--- src/clock_gate_defs.svh ---
// Constants for the sleep-mode port clock gating block
`ifndef CLOCK_GATE_DEFS_SVH
`define CLOCK_GATE_DEFS_SVH

`define PORT_COUNT          8
`define PORT_MSB            7
`define PORT_INDEX_WIDTH    3
`define APB_ADDR_WIDTH      12
`define APB_DATA_WIDTH      32
`define SLEEP_GATE_OFFSET   12'h118
`define GATE_STATUS_OFFSET  12'h11c
`define SLEEP_GATE_RESET    8'h00
`define RESERVED_LSB        8
`define RESERVED_MSB        31
`define STATUS_MODE_BIT     8
`define BYTE0_STRB          0
`define PORT_A_BIT          0
`define PORT_B_BIT          1
`define PORT_C_BIT          2
`define PORT_D_BIT          3
`define PORT_E_BIT          4
`define PORT_F_BIT          5
`define PORT_G_BIT          6
`define PORT_H_BIT          7

`endif

--- src/clock_gate_pkg.sv ---
// Types for the sleep-mode port clock gating block
package clock_gate_pkg;

    // One-hot gating source
    typedef enum logic [1:0] {
        MODE_RUN   = 2'b01,
        MODE_SLEEP = 2'b10
    } mode_t;

endpackage

--- src/sleep_port_clock_gating.sv ---
// APB register and port clock enables for sleep-mode gating
`timescale 1ns/1ps
`include "clock_gate_defs.svh"

module sleep_port_clock_gating
    import clock_gate_pkg::*;
(
    // Clock and reset
    input  wire logic                         ref_clk,
    input  wire logic                         reset,

    // APB slave
    input  wire logic                         psel,
    input  wire logic                         penable,
    input  wire logic                         pwrite,
    input  wire logic [`APB_ADDR_WIDTH-1:0]   paddr,
    input  wire logic [`APB_DATA_WIDTH-1:0]   pwdata,
    input  wire logic [3:0]                   pstrb,
    output logic      [`APB_DATA_WIDTH-1:0]   prdata,
    output logic                              pready,
    output logic                              pslverr,

    // Power mode and run-mode settings
    input  wire logic                         sleep_active,
    input  wire logic                         auto_clock_gating_select,
    input  wire logic [`PORT_MSB:0]           run_port_clock_gate,

    // Port accesses from the bus matrix
    input  wire logic                         port_req,
    input  wire logic [`PORT_INDEX_WIDTH-1:0] port_req_index,
    output logic                              port_bus_fault,

    // Per-port clock enables
    output logic                              port_a_clock_enable,
    output logic                              port_b_clock_enable,
    output logic                              port_c_clock_enable,
    output logic                              port_d_clock_enable,
    output logic                              port_e_clock_enable,
    output logic                              port_f_clock_enable,
    output logic                              port_g_clock_enable,
    output logic                              port_h_clock_enable
);

    ////////////////////////////////////////////////////////////////////////

    function automatic logic port_gated(
        input logic [`PORT_MSB:0]           pattern,
        input logic [`PORT_INDEX_WIDTH-1:0] idx
    );
        port_gated = ~pattern[idx];
    endfunction

    function automatic logic [`PORT_MSB:0] select_pattern(
        input mode_t              mode,
        input logic [`PORT_MSB:0] sleep_pat,
        input logic [`PORT_MSB:0] run_pat
    );
        unique case (mode)
            MODE_SLEEP: select_pattern = sleep_pat;
            MODE_RUN:   select_pattern = run_pat;
            default:    select_pattern = run_pat;
        endcase
    endfunction

    ////////////////////////////////////////////////////////////////////////

    logic [`PORT_MSB:0]         sleep_q;
    logic [`PORT_MSB:0]         sleep_d;
    logic [`PORT_MSB:0]         gate_q;
    logic [`PORT_MSB:0]         gate_d;
    logic [`APB_DATA_WIDTH-1:0] rdata_q;
    logic [`APB_DATA_WIDTH-1:0] rdata_d;
    logic                       err_q;
    logic                       err_d;
    logic                       fault_q;
    logic                       fault_d;
    mode_t                      mode_q;
    mode_t                      mode_d;

    wire hit_sleep  = (paddr == `SLEEP_GATE_OFFSET);
    wire hit_status = (paddr == `GATE_STATUS_OFFSET);
    wire setup      = psel & ~penable;
    wire access     = psel & penable;
    wire wr_sleep   = access & pwrite & hit_sleep & pstrb[`BYTE0_STRB];

    ////////////////////////////////////////////////////////////////////////
    // Register write

    // Only byte lane 0 carries enables; upper lanes are dropped
    assign sleep_d = wr_sleep ? pwdata[`PORT_MSB:0] : sleep_q;

    always_ff @(posedge ref_clk or posedge reset) begin
        if (reset) begin
            sleep_q <= `SLEEP_GATE_RESET;
        end else begin
            sleep_q <= sleep_d;
        end
    end

    ////////////////////////////////////////////////////////////////////////
    // Read data, captured in setup so it is stable all access phase

    wire [`APB_DATA_WIDTH-1:0] sleep_word =
        {{(`RESERVED_MSB-`PORT_MSB){1'b0}}, sleep_q};
    wire [`APB_DATA_WIDTH-1:0] status_word =
        {{(`RESERVED_MSB-`STATUS_MODE_BIT){1'b0}},
         (mode_q == MODE_SLEEP), gate_q};

    assign rdata_d = !setup      ? rdata_q :
                     hit_sleep   ? sleep_word :
                     hit_status  ? status_word :
                                   '0;
    assign err_d   = setup ? ~(hit_sleep | hit_status) : err_q;

    always_ff @(posedge ref_clk or posedge reset) begin
        if (reset) begin
            rdata_q <= '0;
            err_q   <= 1'b0;
        end else begin
            rdata_q <= rdata_d;
            err_q   <= err_d;
        end
    end

    // Zero wait states keep the companion registers' timing identical
    assign pready  = 1'b1;
    assign prdata  = rdata_q;
    assign pslverr = access & err_q;

    ////////////////////////////////////////////////////////////////////////
    // Gating source and applied pattern

    assign mode_d = (sleep_active & auto_clock_gating_select) ?
                    MODE_SLEEP : MODE_RUN;
    assign gate_d = select_pattern(mode_d, sleep_q, run_port_clock_gate);

    always_ff @(posedge ref_clk or posedge reset) begin
        if (reset) begin
            mode_q <= MODE_RUN;
            gate_q <= '0;
        end else begin
            mode_q <= mode_d;
            gate_q <= gate_d;
        end
    end

    assign port_a_clock_enable = gate_q[`PORT_A_BIT];
    assign port_b_clock_enable = gate_q[`PORT_B_BIT];
    assign port_c_clock_enable = gate_q[`PORT_C_BIT];
    assign port_d_clock_enable = gate_q[`PORT_D_BIT];
    assign port_e_clock_enable = gate_q[`PORT_E_BIT];
    assign port_f_clock_enable = gate_q[`PORT_F_BIT];
    assign port_g_clock_enable = gate_q[`PORT_G_BIT];
    assign port_h_clock_enable = gate_q[`PORT_H_BIT];

    ////////////////////////////////////////////////////////////////////////
    // Bus fault on access to an unclocked port

    // Judged on the applied pattern, so fault and clock always agree
    assign fault_d = port_req & port_gated(gate_q, port_req_index);

    always_ff @(posedge ref_clk or posedge reset) begin
        if (reset) begin
            fault_q <= 1'b0;
        end else begin
            fault_q <= fault_d;
        end
    end

    assign port_bus_fault = fault_q;
endmodule

--- config.mk ---
export PLATFORM = sky130hd
export DESIGN_NAME = sleep_port_clock_gating
export DESIGN_NICKNAME = d
export VERILOG_FILES = /design/src/clock_gate_pkg.sv /design/src/sleep_port_clock_gating.sv
export VERILOG_INCLUDE_DIRS = /design/src
export SDC_FILE = /design/constraint.sdc
export NUM_CORES = 1
export LEC_CHECK = 0
export BUFFER_PORTS_ARGS = -buffer_cell sky130_fd_sc_hd__buf_2
export CAP_MARGIN = 20
export CORE_MARGIN = 10
export CORE_UTILIZATION = 36
export CTS_CLUSTER_SIZE = 16
export DETAILED_ROUTE_END_ITERATION = 10
export GPL_TIMING_DRIVEN = 0
export PLACE_DENSITY = 0.82
export SETUP_SLACK_MARGIN = 0.2
export SYNTH_ARGS = -nofsm -noshare
export SYNTH_HDL_FRONTEND = slang
export SYNTH_SLANG_ARGS = --single-unit
--- constraint.sdc ---
create_clock -name ref_clk -period 1.15 [get_ports ref_clk]
set_input_delay 0.23 -clock ref_clk [delete_from_list [all_inputs] [get_ports ref_clk]]
set_output_delay 0.23 -clock ref_clk [all_outputs]
set_load 0.02 [all_outputs]
==> flow_summary.json <==
{
  "clock_path_buffers": 2,
  "rows": 23,
  "holdWs_ps": 21.3,
  "fillers": 325,
  "clkTransAtPathRegs_ps": 60,
  "cts_tree": "done",
  "netlist_area_um2": 1500,
  "area_delta_synth_final_pct": 55.6,
  "num_vias": 1150,
  "seqPwrFrac_pct": 47.2,
  "h-tree-depth": 2,
  "viasPerCell": 4.29,
  "port_buffers": 56,
  "yosysWarnings": 0,
  "swShare_pct": 25.8,
  "slew-limit-headroom_pct": 56.4,
  "final_max_slew_viol_count": 0,
  "design.die.area_um2": 7140,
  "grt_pass1_wl_um": 6210,
  "ys_seq_area_share_pct": 48.5,
  "multi_input_area_um2": 722,
  "first_iter_violations": 17,
  "cp_max_fo": 5,
  "numCtsBuffers": 5,
  "rsz0062_at_grt": "true",
  "cp-start-kind": "input pin",
  "drt-wirelength-per-cell_um": 15.1,
  "final_nets": 284,
  "finalHoldViolCount": 0,
  "final_util_pct": 58.2,
  "worst_pin_slew_ps": 654,
  "dieHeight_um": 84.5,
  "dp_slack_ps": -921,
  "setup_viol": 19,
  "place.gp.congestion": 0.816,
  "hold_class": "input pin to asynchronous set/reset pin",
  "final_common_cell": "buf_2",
  "grt_pass1_vias": 1255,
  "layout_common_cells": "buf_2 (34), buf_4 (32), buf_6 (24), conb_1 (24), dfrtp_1 (20)",
  "grt_usage_pct": 10.9,
  "critPathCaptureType": "flip-flop",
  "internal_power_mw": 1.69,
  "fin_crit_sh_pct": 143,
  "fp.coreArea_um2": 4000,
  "grt_max_degree": 30,
  "insertion_delay_ps": 270,
  "top_level_ports": 110,
  "crit_family": "simple AND/OR/NAND/NOR gates",
  "path_cells": "buf_6 > or4b_4 > or4_4 > buf_6 > o31ai_1",
  "slowest_delay_ps": 540,
  "power_density_nw_per_um2": 977,
  "gr-total-overflow": 0,
  "critical_path_cell_count": 5,
  "clock_skew_ps": 4.85,
  "comb_power_share_pct": 18.9,
  "die-width_um": 84.5,
  "dr.pass1.iters": 4,
  "critPathSlowestCell": "or4b_4",
  "worstPathArrival_ps": 1810,
  "seqCellArea_um2": 737,
  "max_cap_viol_count": 0,
  "layout-drive-gt1-share_pct": 62.8,
  "initial_core_util_pct": 37.4,
  "drc": 0,
  "required_ps": 1320,
  "peakVddDrop_mv": 0.761,
  "setup_slack_ps": -497,
  "syn_area_per_cell_um2": 12.3,
  "netlist_instances": 122,
  "cts_root_buf": "clkbuf_8",
  "path_buf_inv": 2,
  "ant_nets": 0,
  "min_period_ps": 1650,
  "power.switching_mw": 0.587,
  "path_common_cell": "buf_6",
  "cts_sinks": 29,
  "clockPowerShare_pct": 33.9,
  "status": "complete, but fails checks",
  "wl_um": 4040,
  "max_freq_ghz": 0.607,
  "reg2reg_depth": 3,
  "antenna_found_initial": 0,
  "violations": "setup timing",
  "ys_ff_latch": 29,
  "crit_type": "input pin to flip-flop",
  "yosysUniqueCellTypes": 20,
  "leakagePower_nw": 1.20,
  "antenna_cells": 0
}
==> routing by layer <==
layer | vias up | part of all wire, % | GRT usage [%]
met3 | 5 | 10 | 5.51
li1 | 570 | - | -
met2 | 47 | 52 | 19.8
met1 | 528 | 36 | 9.88
met4 | 0 | 1.5 | 4.49
met5 | - | 0 | 0
==> flip-flops by register name (all words and copies together), names as in the netlist <==
register,count
sleep_q,8
port_bus_fault,1
err_q,1
prdata,9
mode_q,2
gate_q,8
==> what timing repair did <==
action	4_1_cts	5_1_grt
endpoints found under the setup margin	46	38
endpoints found under the hold margin	0	0
hold buffers	0	0
pin swaps	6	4
gates cloned	1	0
buffers inserted	5	4
gates resized for setup	51	7
==> cell type report <==
class	instances	share of cell area, %
repair buffers	66	21.9
multi-input cells	84	31.0
flip-flops and latches	29	31.6
inverters	2	0.483
plain buffers	29	8.92
clock buffers	8	3.44
well taps	50	2.69
==> kinds of logic (layout without fill, tap and decap cells) <==
| kind of cell | after synthesis | in the layout | share of synthesized area (%) |
|---|---|---|---|
| DFF | 29 | 29 | 48.5 |
| buffers and inverters | 31 | 105 | 14.3 |
| muxes | 30 | 30 | 22.3 |
| AOI/OAI and AO/OA | 9 | 9 | 5.10 |
| other | 2 | 24 | 0.501 |
| and+or+nand+nor | 21 | 21 | 9.27 |
==> Yosys cell counts <==
cell | count | area share [%]
buf_4 | 24 | 12
o31ai_1 | 8 | 4.0
or4_4 | 2 | 1.5
dfstp_2 | 1 | 1.8
conb_1 | 2 | 0.50
dfrtp_1 | 28 | 47
nand2b_1 | 1 | 0.42
and2_1 | 1 | 0.42
mux4_2 | 1 | 1.5
mux2_2 | 17 | 13
or4b_4 | 1 | 0.92
mux2i_1 | 12 | 8.0
inv_1 | 2 | 0.50
and3_1 | 1 | 0.42
nor4_4 | 1 | 1.4
buf_6 | 1 | 0.75
nand2_1 | 12 | 3.0
nand4b_1 | 2 | 1.2
clkbuf_1 | 4 | 1.0
o41ai_2 | 1 | 1.1
==> power groups by stage <==
stage	clock network (mW)	logic [mW]	registers, mW
after floorplan	0	0.238	1.11
after detailed placement	0	0.379	1.09
final	0.772	0.431	1.07
after global routing	0.835	0.467	1.08
after global placement	0	0.370	1.08
after CTS	0.796	0.420	1.07
==> path summary, 6_finish.rpt <==
path                       startpoint              to  slack (ps)
hold / removal                  reset      sleep_q[4]          20
min in group ref_clk         port_req  port_bus_fault         170
setup reg to reg            gate_q[7]  port_bus_fault         -30
max in group asynchronous       reset       gate_q[0]         740
setup / recovery            paddr[11]       prdata[5]        -500
hold reg to reg                 err_q           err_q         500
==> stage by stage <==
step / std cells / power (mW) / TNS [ps] / instance area, µm²
after global routing: 268 / 2.38 / -7700 / 2330
after detailed placement: 250 / 1.46 / -17760 / 1950
after global placement: 250 / 1.45 / -16200 / 1950
final: 268 / 2.28 / -7320 / 2330
after CTS: 264 / 2.29 / -7410 / 2260
after floorplan: 144 / 1.35 / -11180 / 1600
No activity file was read; power rests on OpenSTA's default activity.
